===== config.mk =====
export PLATFORM = sky130hd
export DESIGN_NAME = address_generation_unit
export DESIGN_NICKNAME = d
export VERILOG_FILES = /design/src/logic/agu_pkg.sv /design/src/logic/bank_decode.sv /design/src/logic/address_generation_unit.sv
export SDC_FILE = /design/constraint.sdc
export NUM_CORES = 1
export LEC_CHECK = 0
export BUFFER_PORTS_ARGS = -buffer_cell sky130_fd_sc_hd__clkbuf_2
export CAP_MARGIN = 20
export CORE_AREA = 4 4 115 117
export CTS_BUF_LIST = sky130_fd_sc_hd__clkbuf_8 sky130_fd_sc_hd__clkbuf_16
export CTS_CLUSTER_SIZE = 30
export DETAILED_ROUTE_END_ITERATION = 12
export DIE_AREA = 0 0 119 121
export PLACE_DENSITY = 0.5
export RECOVER_POWER = 25
export SYNTH_ARGS = -nofsm -noshare
export SYNTH_HDL_FRONTEND = slang
export SYNTH_SLANG_ARGS = --single-unit

===== constraint.sdc =====
create_clock -name I_SYS_CLK -period 1.6 [get_ports I_SYS_CLK]
set_clock_uncertainty 0.05 [all_clocks]
set_input_delay 0.16 -clock I_SYS_CLK [delete_from_list [all_inputs] [get_ports I_SYS_CLK]]
set_output_delay 0.16 -clock I_SYS_CLK [all_outputs]
set_load 0.01 [all_outputs]

===== src/logic/agu_pkg.sv =====
package agu_pkg;

    localparam int RAM_AW = 10;
    localparam int PC_W = 14;
    localparam int ROM_W = 10;
    localparam int NIB_W = 4;

    // data address map
    localparam logic [9:0] BANK_SEL_ADDR = 10'h03f;
    localparam logic [9:0] BANK_LO = 10'h090;
    localparam logic [9:0] BANK_HI = 10'h25f;
    localparam logic [9:0] SCRATCH_BASE = 10'h040;
    localparam logic [3:0] BANK_SEL_RESET = 4'h0;

    // program counter fields
    localparam int PAGE_LSB = 8;
    localparam int ZP_W = 6;
    localparam int TBL_FLAG_ACC = 8;
    localparam int TBL_FLAG_PORT = 9;
    localparam logic [13:0] PC_RESET = 14'h0000;

    // register-port offsets of this block
    localparam logic [9:0] REG_BANK_SEL = 10'h03f;
    localparam logic [9:0] REG_PC = 10'h000;
    localparam logic [9:0] REG_ACC = 10'h001;
    localparam logic [9:0] REG_SECOND = 10'h002;
    localparam logic [9:0] REG_LATCH_ONE = 10'h003;
    localparam logic [9:0] REG_LATCH_TWO = 10'h004;
    localparam logic [9:0] REG_IND_ADDR = 10'h005;

    typedef enum logic [3:0] {
        OP_NONE,
        OP_SEQ,
        OP_RAM_INDIRECT,
        OP_RAM_DIRECT,
        OP_SCRATCH,
        OP_LONG_JUMP,
        OP_LONG_REL_JUMP,
        OP_FAR_SUB,
        OP_IN_PAGE_JUMP,
        OP_ZERO_PAGE,
        OP_TABLE_JUMP,
        OP_ROM_TABLE_LOAD
    } op_t;

    typedef struct packed {
        op_t op;
        logic [13:0] imm;
    } instr_t;

    typedef struct packed {
        logic valid;
        logic [3:0] bank;
        logic [9:0] addr;
    } ram_req_t;

endpackage


===== src/logic/bank_decode.sv =====
`timescale 1ns/1ps
module bank_decode
    import agu_pkg::*;
(
    input wire logic [9:0] i_addr,
    input wire logic [3:0] i_bank_sel,
    input wire logic i_valid,
    output agu_pkg::ram_req_t o_req
);
    always_comb
    begin
        o_req.valid = i_valid;
        o_req.addr = i_addr;
        if (i_addr >= BANK_LO && i_addr <= BANK_HI)
        begin
            o_req.bank = i_bank_sel;
        end
        else
        begin
            o_req.bank = 4'h0;
        end
    end
endmodule


===== src/logic/address_generation_unit.sv =====
`timescale 1ns/1ps
// Behaviour
// - indirect data address is hi, mid, low index registers joined to 10 bits
// - indirect accesses in banked region use bank select register at 03f
// - direct data instruction is two words; second word is the address
// - sixteen scratch nibbles at 040..04f used by scratch load and swap
// - long jumps and far subroutine entry load all 14 counter bits
// - program space is 64 pages of 256 words; low byte is word
// - in-page jump replaces the low eight bits of the already advanced counter
// - in-page jump at page offset 255 lands in the following page
// - zero-page entry loads bits 5..0 and clears bits 13..6
// - table jump target built from 4-bit immediate, accumulator, second operand
// - table load with bit 8 set writes low byte to accumulator pair
// - table load with bit 9 set writes low byte to both port latches
// - both flags set update accumulator pair and latches together
// - table load leaves counter sequential; table address only fetches data
module address_generation_unit
    import agu_pkg::*;
(
    input wire logic I_SYS_CLK,
    input wire logic I_NRST,
    input wire agu_pkg::instr_t I_INSTR,
    input wire logic I_INSTR_VALID,
    input wire logic [9:0] I_SECOND_WORD,
    input wire logic [9:0] I_ROM_DATA,
    input wire logic I_ROM_DATA_VALID,
    input wire logic [3:0] I_IDX_HI,
    input wire logic [3:0] I_IDX_MID,
    input wire logic [3:0] I_IDX_LOW,
    input wire logic [9:0] I_REG_ADDR,
    input wire logic [3:0] I_REG_WDATA,
    input wire logic I_REG_WR,
    input wire logic I_REG_RD,
    output logic [13:0] O_REG_RDATA,
    output agu_pkg::ram_req_t O_RAM_REQ,
    output logic [13:0] O_PC,
    output logic [13:0] O_TABLE_ADDR,
    output logic O_TABLE_FETCH,
    output logic [3:0] O_ACC,
    output logic [3:0] O_SECOND,
    output logic [3:0] O_LATCH_ONE,
    output logic [3:0] O_LATCH_TWO
);
    import agu_pkg::*;

    logic [13:0] pc_q, pc_d;
    logic [3:0] bank_q, bank_d;
    logic [3:0] acc_q, acc_d;
    logic [3:0] second_q, second_d;
    logic [3:0] latch_one_q, latch_one_d;
    logic [3:0] latch_two_q, latch_two_d;
    logic [13:0] table_addr_q, table_addr_d;
    logic fetch_q, fetch_d;
    logic [13:0] rdata_q, rdata_d;
    logic [9:0] ram_addr;
    logic ram_valid;
    logic [13:0] pc_next_seq;
    ram_req_t ram_req;

    // table target shared by table jump and table load
    function automatic logic [13:0] table_target(input logic [3:0] imm,
                                                 input logic [3:0] acc,
                                                 input logic [3:0] sec);
        table_target = {2'b00, imm, sec, acc};
    endfunction

    // software write aimed at one register offset
    function automatic logic reg_write_hit(input logic wr,
                                           input logic [9:0] addr,
                                           input logic [9:0] off);
        reg_write_hit = wr && (addr == off);
    endfunction

    // fetched rom word carrying one route flag this cycle
    function automatic logic rom_claim(input logic valid,
                                       input logic [9:0] word,
                                       input int flag_bit);
        rom_claim = valid && word[flag_bit];
    endfunction

    assign pc_next_seq = pc_q + 14'h0001;

    // data address source select
    always_comb
    begin
        ram_addr = 10'h000;
        ram_valid = 1'b0;
        if (I_INSTR_VALID)
        begin
            unique case (I_INSTR.op)
                OP_RAM_INDIRECT:
                begin
                    ram_addr = {I_IDX_HI[1:0], I_IDX_MID, I_IDX_LOW};
                    ram_valid = 1'b1;
                end
                OP_RAM_DIRECT:
                begin
                    ram_addr = I_SECOND_WORD;
                    ram_valid = 1'b1;
                end
                OP_SCRATCH:
                begin
                    ram_addr = SCRATCH_BASE | {6'h00, I_INSTR.imm[3:0]};
                    ram_valid = 1'b1;
                end
                default:
                begin
                    ram_valid = 1'b0;
                end
            endcase
        end
    end

    bank_decode u_bank_decode (
        .i_addr(ram_addr),
        .i_bank_sel(bank_q),
        .i_valid(ram_valid),
        .o_req(ram_req)
    );

    // program counter
    always_comb
    begin
        pc_d = pc_q;
        if (I_INSTR_VALID)
        begin
            unique case (I_INSTR.op)
                OP_LONG_JUMP, OP_LONG_REL_JUMP, OP_FAR_SUB:
                begin
                    pc_d = I_INSTR.imm;
                end
                OP_IN_PAGE_JUMP:
                begin
                    // page taken from the already advanced counter
                    pc_d = {pc_next_seq[13:PAGE_LSB], I_INSTR.imm[7:0]};
                end
                OP_ZERO_PAGE:
                begin
                    pc_d = {8'h00, I_INSTR.imm[ZP_W-1:0]};
                end
                OP_TABLE_JUMP:
                begin
                    pc_d = table_target(I_INSTR.imm[3:0], acc_q, second_q);
                end
                OP_ROM_TABLE_LOAD:
                begin
                    pc_d = pc_next_seq;
                end
                default:
                begin
                    pc_d = pc_next_seq;
                end
            endcase
        end
    end

    always_ff @(posedge I_SYS_CLK or negedge I_NRST)
    begin
        if (!I_NRST)
        begin
            pc_q <= PC_RESET;
        end
        else
        begin
            pc_q <= pc_d;
        end
    end

    // table fetch request, one-cycle pulse
    always_comb
    begin
        table_addr_d = table_addr_q;
        fetch_d = 1'b0;
        if (I_INSTR_VALID && (I_INSTR.op == OP_ROM_TABLE_LOAD))
        begin
            // table address feeds the fetch only, never the counter
            table_addr_d = table_target(I_INSTR.imm[3:0], acc_q, second_q);
            fetch_d = 1'b1;
        end
    end

    always_ff @(posedge I_SYS_CLK or negedge I_NRST)
    begin
        if (!I_NRST)
        begin
            table_addr_q <= 14'h0000;
            fetch_q <= 1'b0;
        end
        else
        begin
            table_addr_q <= table_addr_d;
            fetch_q <= fetch_d;
        end
    end

    // accumulator pair; fetched word lands one or more cycles after the request
    // table load wins over a same-cycle software write
    always_comb
    begin
        acc_d = acc_q;
        second_d = second_q;
        if (rom_claim(I_ROM_DATA_VALID, I_ROM_DATA, TBL_FLAG_ACC))
        begin
            acc_d = I_ROM_DATA[3:0];
            second_d = I_ROM_DATA[7:4];
        end
        else if (reg_write_hit(I_REG_WR, I_REG_ADDR, REG_ACC))
        begin
            acc_d = I_REG_WDATA;
        end
        else if (reg_write_hit(I_REG_WR, I_REG_ADDR, REG_SECOND))
        begin
            second_d = I_REG_WDATA;
        end
    end

    always_ff @(posedge I_SYS_CLK or negedge I_NRST)
    begin
        if (!I_NRST)
        begin
            acc_q <= 4'h0;
            second_q <= 4'h0;
        end
        else
        begin
            acc_q <= acc_d;
            second_q <= second_d;
        end
    end

    // port latches, table load only
    always_comb
    begin
        latch_one_d = latch_one_q;
        latch_two_d = latch_two_q;
        if (rom_claim(I_ROM_DATA_VALID, I_ROM_DATA, TBL_FLAG_PORT))
        begin
            latch_one_d = I_ROM_DATA[3:0];
            latch_two_d = I_ROM_DATA[7:4];
        end
    end

    always_ff @(posedge I_SYS_CLK or negedge I_NRST)
    begin
        if (!I_NRST)
        begin
            latch_one_q <= 4'h0;
            latch_two_q <= 4'h0;
        end
        else
        begin
            latch_one_q <= latch_one_d;
            latch_two_q <= latch_two_d;
        end
    end

    // bank select, software owned
    always_comb
    begin
        bank_d = bank_q;
        if (reg_write_hit(I_REG_WR, I_REG_ADDR, REG_BANK_SEL))
        begin
            bank_d = I_REG_WDATA;
        end
    end

    always_ff @(posedge I_SYS_CLK or negedge I_NRST)
    begin
        if (!I_NRST)
        begin
            bank_q <= BANK_SEL_RESET;
        end
        else
        begin
            bank_q <= bank_d;
        end
    end

    // read port, data one cycle after the strobe
    always_comb
    begin
        rdata_d = 14'h0000;
        if (I_REG_RD)
        begin
            unique case (I_REG_ADDR)
                REG_BANK_SEL: rdata_d = {10'h000, bank_q};
                REG_PC: rdata_d = pc_q;
                REG_ACC: rdata_d = {10'h000, acc_q};
                REG_SECOND: rdata_d = {10'h000, second_q};
                REG_LATCH_ONE: rdata_d = {10'h000, latch_one_q};
                REG_LATCH_TWO: rdata_d = {10'h000, latch_two_q};
                REG_IND_ADDR: rdata_d = {4'h0, I_IDX_HI[1:0], I_IDX_MID, I_IDX_LOW};
                default: rdata_d = 14'h0000;
            endcase
        end
    end

    always_ff @(posedge I_SYS_CLK or negedge I_NRST)
    begin
        if (!I_NRST)
        begin
            rdata_q <= 14'h0000;
        end
        else
        begin
            rdata_q <= rdata_d;
        end
    end

    assign O_RAM_REQ = ram_req;
    assign O_PC = pc_q;
    assign O_TABLE_ADDR = table_addr_q;
    assign O_TABLE_FETCH = fetch_q;
    assign O_ACC = acc_q;
    assign O_SECOND = second_q;
    assign O_LATCH_ONE = latch_one_q;
    assign O_LATCH_TWO = latch_two_q;
    assign O_REG_RDATA = rdata_q;
endmodule


=== After elaboration in Yosys (flattened, before gate mapping) ===
Cells that the tools add are included.

* Output and inout port bits: 74
* Register bits: 61

* Add/sub/neg operators: 1
* Reductions and logical operators: 13
* Multiplexer cells: 14
* Equal/unequal tests: 17
* $lt $le $gt $ge: 2

{| class="wikitable"
|+ Operators with widths
! operator !! count
|-
| 14-bit case mux with 7 select lines || 1
|-
| 14-bit case mux with 4 select lines || 1
|-
| 10-bit case mux with 3 select lines || 1
|-
| 4-bit 2-to-1 mux || 6
|-
| 10-bit by 2-bit == test with 1-bit output, second input constant || 2
|-
| 10-bit by 3-bit == test with 1-bit output, second input constant || 2
|-
| 4-bit by 3-bit == test with 1-bit output, second input constant || 4
|-
| 4-bit == test, second input constant || 4
|-
| 14-bit by 1-bit adder with 14-bit output, second input constant || 1
|-
| 14-bit 2-to-1 mux || 1
|-
| 10-bit by 1-bit == test with 1-bit output, second input constant || 1
|-
| 10-bit by 6-bit == test with 1-bit output, second input constant || 1
|-
| 10-bit by 8-bit >= comparator with 1-bit output, second input constant || 1
|-
| 10-bit less-or-equal comparator, second input constant || 1
|-
| 10-bit zero test || 1
|-
| 10-bit 2-to-1 mux || 1
|-
| 4-bit by 2-bit == test with 1-bit output, second input constant || 2
|-
| 1-bit logical AND || 7
|-
| 3-bit OR reduction || 2
|-
| 2-bit nonzero test || 2
|-
| 1-bit 2-to-1 mux || 3
|-
| 2-bit inequality test, second input constant || 1
|-
| 2-bit AND reduction || 1
|}

=== Depth between registers and ports, before layout ===
* Depth in word-level cells: 6
* Mapped depth: 7
* Depth with buffers taken out: 5

=== Cells and area by module ===
A second synthesis with hierarchy kept.

* Cell total of the unflattened synthesis: 361
* Area total of the unflattened synthesis: 3532.1 sq um

{| class="wikitable"
|+ By module, submodules not included
! module !! cells each !! sequential area each (sq um) !! area each (sq um) !! instances
|-
| address_generation_unit || 341 || 1526.5 || 3385.7 || 1
|-
| bank_decode || 20 || 0.0 || 146.4 || 1
|}

=== Worst setup path after synthesis ===
OpenSTA, ideal clock, no wires.

* Path kind: register -> register
* Start point: register pc_q[0], in the netlist O_PC[0]
* End point: register pc_q[12], in the netlist O_PC[12]
* Clock period less this slack: 1542 ps
* Path slack: 58 ps
* Arrival: 1426 ps
* Library setup time: 66 ps
* Stages on the path, launching flop included: 6
* Path buffers: 0
* Cell sequence: dfrtp_1 -> ha_1 -> and4_1 -> nand2b_1 -> o41ai_1 -> a22o_1

* Word-level cells in the longest chain between the ends: 2

{| class="wikitable"
|+ Ends and longest elaborated chain
! what !! RTL line !! source
|-
| start: declaration || address_generation_unit.sv:46 || <nowiki>logic [13:0] pc_q, pc_d;</nowiki>
|-
| start signal: assignment || address_generation_unit.sv:165 || <nowiki>pc_q <= pc_d;</nowiki>
|-
| 14-bit by 1-bit adder with 14-bit output || address_generation_unit.sv:81 || <nowiki>assign pc_next_seq = pc_q + 14'h0001;</nowiki>
|-
| 14-bit case mux with 4 select lines || address_generation_unit.sv:127 || <nowiki>unique case (I_INSTR.op)</nowiki>
|}

No other way between the ends.
A chain may end at the register's enable or synchronous reset.

=== Worst setup path in the final report ===
* Start point: register pc_q[3], in the netlist O_PC[3]
* End point: register pc_q[13], in the netlist O_PC[13]

Same word-level chain as after synthesis.

==> results_dict.tcl <==
set metrics [dict create \
    multi_input_area_mm2 0.00200 \
    endpoint "O_PC[13]$_DFFE_PN0P_" \
    fmax_mhz 623 \
    yosysWarnings 0 \
    tritoncts.num_buffers 9 \
    detail-route-antenna-nets 0 \
    dp_hpwl_mm 10.5 \
    finalCritPeriodShare_pct 100 \
    cts_tree "built" \
    core_region_area_mm2 0.0124 \
    detail_route.iter0.violations 278 \
    cts.reportedPaths.clkPinSlew_ns 0.05 \
    final_cell_mix "clkbuf_2 (132), buf_4 (60), dfrtp_1 (58), mux2_2 (33), nor2_1 (30)" \
    ys.flop_type "dfrtp_1" \
    post_drt_wl_per_cell_um 19.4 \
    peakVddDrop_uv 632 \
    rsz0062_at_grt "yes" \
    syn_avg_cell_area_um2 10.3 \
    initial_utilization_pct 29.3 \
    r2r-start "O_PC[3]$_DFFE_PN0P_" \
    p_per_area_mw_per_mm2 1030 \
    end_kind "flip-flop" \
    cts_buffer_depth 2 \
    synthesis.area_mm2 0.00362 \
    async_flop_share_pct 100 \
    outcome "complete, but fails checks" \
    gp_congestion 0.851 \
    worstMarginPinSlew_ns 0.885 \
    pwr-share-comb_pct 26.1 \
    row_count 41 \
    area_growth_pct 47.5 \
    final_hold_viol_count 0 \
    cts_sinks 61 \
    antenna_cells 0 \
    period_needed_ns 1.61 \
    ys_ff_latch 61 \
    path_cells "nand4_1, nor4_2, o21ai_1, a211o_1" \
    utilization_pct 43.2 \
    grt_pass1_wl_mm 21.1 \
    crit_slowest_cell "dfrtp_2" \
    drt_pass1_iterations 4 \
    die_area_mm2 0.0144 \
    synth.distinct_cells 62 \
    grt_pass1_vias 3798 \
    power.switching_mw 1.66 \
    cp.depth 4 \
    overflow 0 \
    ios 144 \
    slew_headroom_pct 41.0 \
    synth_edf_count 0 \
    intPower_mw 3.85 \
    clkPwrFrac_pct 37.8 \
    wirelength_mm 13.9 \
    fillers 1250 \
    synth_cells 352 \
    drv_slew 0 \
    fp.dieW_um 119 \
    setup_viol 3 \
    grt_max_degree 62 \
    cp.arrival_ns 1.77 \
    startpoint "O_PC[3]$_DFFE_PN0P_" \
    cp.required_ns 1.77 \
    cp-start-kind "flip-flop" \
    regArea_mm2 0.00153 \
    grt_usage_pct 19.3 \
    clockRootBuffer "clkbuf_16" \
    power.total_mw 5.51 \
    antenna_found_initial 1 \
    htree_levels 3 \
    drcViolationCount 0 \
    fin_ws_ns -0.00610 \
    drive_above_1_share_pct 51.1 \
    die_y_um 121 \
    pwr-share-seq_pct 36.2 \
    power_leakage_nw 2.59 \
    clock_latency_ns 0.34 \
    vias_per_cell 5.18 \
    port_buffers 139 \
    violations "negative setup slack" \
    reg2reg_depth 4 \
    num_vias 3727 \
    r2r_end "O_PC[13]$_DFFE_PN0P_" \
    crit_fanout 6 \
    layout_commonest_cell "clkbuf_2" \
    path_buf_inv 0 \
    slowest_delay_ns 0.43 \
    nNetsFinal 615 \
    yosysSeqAreaShare_pct 42.1 \
    crit_type "flip-flop to flip-flop" \
    reg2reg_slack_ns -0.006 \
    p_sw_share_pct 30.1 \
    maxCapViolCount 0 \
    worstHoldPathType "input pin to flip-flop" \
    cp_top_family "simple AND/OR/NAND/NOR gates" \
]
## repair_timing
action	4_1_cts	5_1_grt
pin swaps	4	11
buffers inserted	5	4
endpoints found under the hold margin	61	0
resized for setup	17	17
hold buffers	1	0
setup endpoints to repair	14	18
gates cloned	0	1
## final cells by class
cell class                      instances  share of cell area, %
Clock buffer                           10                   4.47
Clock inverter                          5                   1.43
Inverter                               10                  0.702
Multi-Input combinational cell        258                   37.5
Sequential cell                        61                   28.6
Tap cell                              172                   4.03
Timing Repair Buffer                  204                   23.3
## how the worst min path moves through the flow
stage / to / slack, ns / from / cells past startpoint
2_1_floorplan: O_ACC[0]$_DFFE_PN0P_ / -0.19 / I_NRST / 0
3_3_place_gp: O_PC[10]$_DFFE_PN0P_ / 0.15 / I_NRST / 2
3_5_place_dp: O_PC[10]$_DFFE_PN0P_ / 0.15 / I_NRST / 2
4_1_cts: O_LATCH_ONE[1]$_DFFE_PN0P_ / 0.006 / I_ROM_DATA[1] / 2
5_1_grt: O_LATCH_ONE[0]$_DFFE_PN0P_ / 0.01 / I_ROM_DATA[0] / 2
6_report: O_LATCH_ONE[1]$_DFFE_PN0P_ / 0.02 / I_ROM_DATA[1] / 2
## power groups by stage
stage,clock [mW],combinational (mW),sequential [mW]
detailed placement,0,1.34,2.02
global route,2.20,1.57,2.02
finish,2.08,1.44,1.99
floorplan,0,0.525,2.07
CTS,2.13,1.38,1.99
global placement,0,1.33,2.01
## cell families (layout without fill, tap and decap cells)
group,Yosys count,in the layout,share of synthesized area [%]
buffers and inverters,34,229,4.83
muxes,48,48,14.5
other,1,2,0.103
adders and majority gates,1,1,0.345
and+or+nand+nor,109,109,17.4
AOI/OAI and AO/OA,98,98,20.6
DFF,61,61,42.1
## routing by layer
layer | track usage (%) | part of all wire (%)
met4 | 5.65 | 1.7
met1 | 24.3 | 43
met3 | 6.20 | 7.0
met5 | 0 | 0.093
met2 | 31.7 | 48
## worst reg2reg max path, delay by kind of cell, from the launching register on
family | cells | cell delay [ns]
AND/OR/NAND/NOR | 2 | 0.62
flip-flops | 1 | 0.43
AO/OA/AOI/OAI | 2 | 0.39
## flip-flops by register name (all words and copies together), names as in the netlist
register and count:
O_LATCH_ONE 4, O_PC 14, O_REG_RDATA 14, O_LATCH_TWO 4, bank_q 4, O_SECOND 4, O_ACC 4, O_TABLE_ADDR 12
O_TABLE_FETCH 1
## synth_stat cells (2+ instances only)
| cell type | number | share of area, % |
|---|---|---|
| o21ai_0 | 7 | 0.97 |
| o211ai_1 | 3 | 0.62 |
| o41ai_1 | 2 | 0.48 |
| nor3_1 | 7 | 0.97 |
| o2bb2ai_1 | 2 | 0.48 |
| a222oi_1 | 3 | 0.83 |
| o311a_1 | 2 | 0.55 |
| o211a_1 | 2 | 0.55 |
| nor4_1 | 2 | 0.35 |
| nand2b_1 | 4 | 0.69 |
| nor2_1 | 31 | 3.2 |
| nor4_4 | 2 | 1.2 |
| and3_1 | 4 | 0.69 |
| a221oi_1 | 6 | 1.5 |
| or2_2 | 2 | 0.35 |
| dfrtp_1 | 61 | 42 |
| and4_1 | 3 | 0.73 |
| a221o_1 | 2 | 0.55 |
| nand4_1 | 8 | 1.4 |
| o221a_2 | 2 | 0.62 |
| mux2i_1 | 13 | 3.6 |
| a21boi_0 | 5 | 1.0 |
| and2_1 | 2 | 0.35 |
| a22o_1 | 5 | 1.2 |
| nor2b_1 | 6 | 1.0 |
| nand2_1 | 15 | 1.6 |
| nand3_1 | 11 | 1.5 |
| inv_1 | 10 | 1.0 |
| buf_4 | 10 | 2.1 |
| clkbuf_1 | 6 | 0.62 |
| a22oi_1 | 17 | 3.5 |
| o2111ai_1 | 2 | 0.48 |
| mux2_2 | 34 | 11 |
| or3b_2 | 2 | 0.48 |
| buf_2 | 7 | 0.97 |
| a211o_1 | 4 | 0.97 |
| a32oi_1 | 3 | 0.73 |
| a21oi_1 | 20 | 2.8 |
| or3_1 | 2 | 0.35 |
## metrics by stage
stage / std cells / TNS [ns] / hold WS, ns / setup WS (ns) / cell area (um2)
final: 720 / -0.0167 / 0.0163 / -0.00610 / 5350
after global routing: 720 / -0.292 / 0.0141 / -0.0989 / 5350
after CTS: 715 / -0.0157 / 0.00601 / -0.00755 / 5270
after detailed placement: 694 / -3.73 / 0.151 / -0.269 / 4830
after global placement: 694 / -2.72 / 0.152 / -0.193 / 4830
after floorplan: 353 / 0 / -0.186 / 0.0578 / 3630
(Power assumes the default switching activity.)
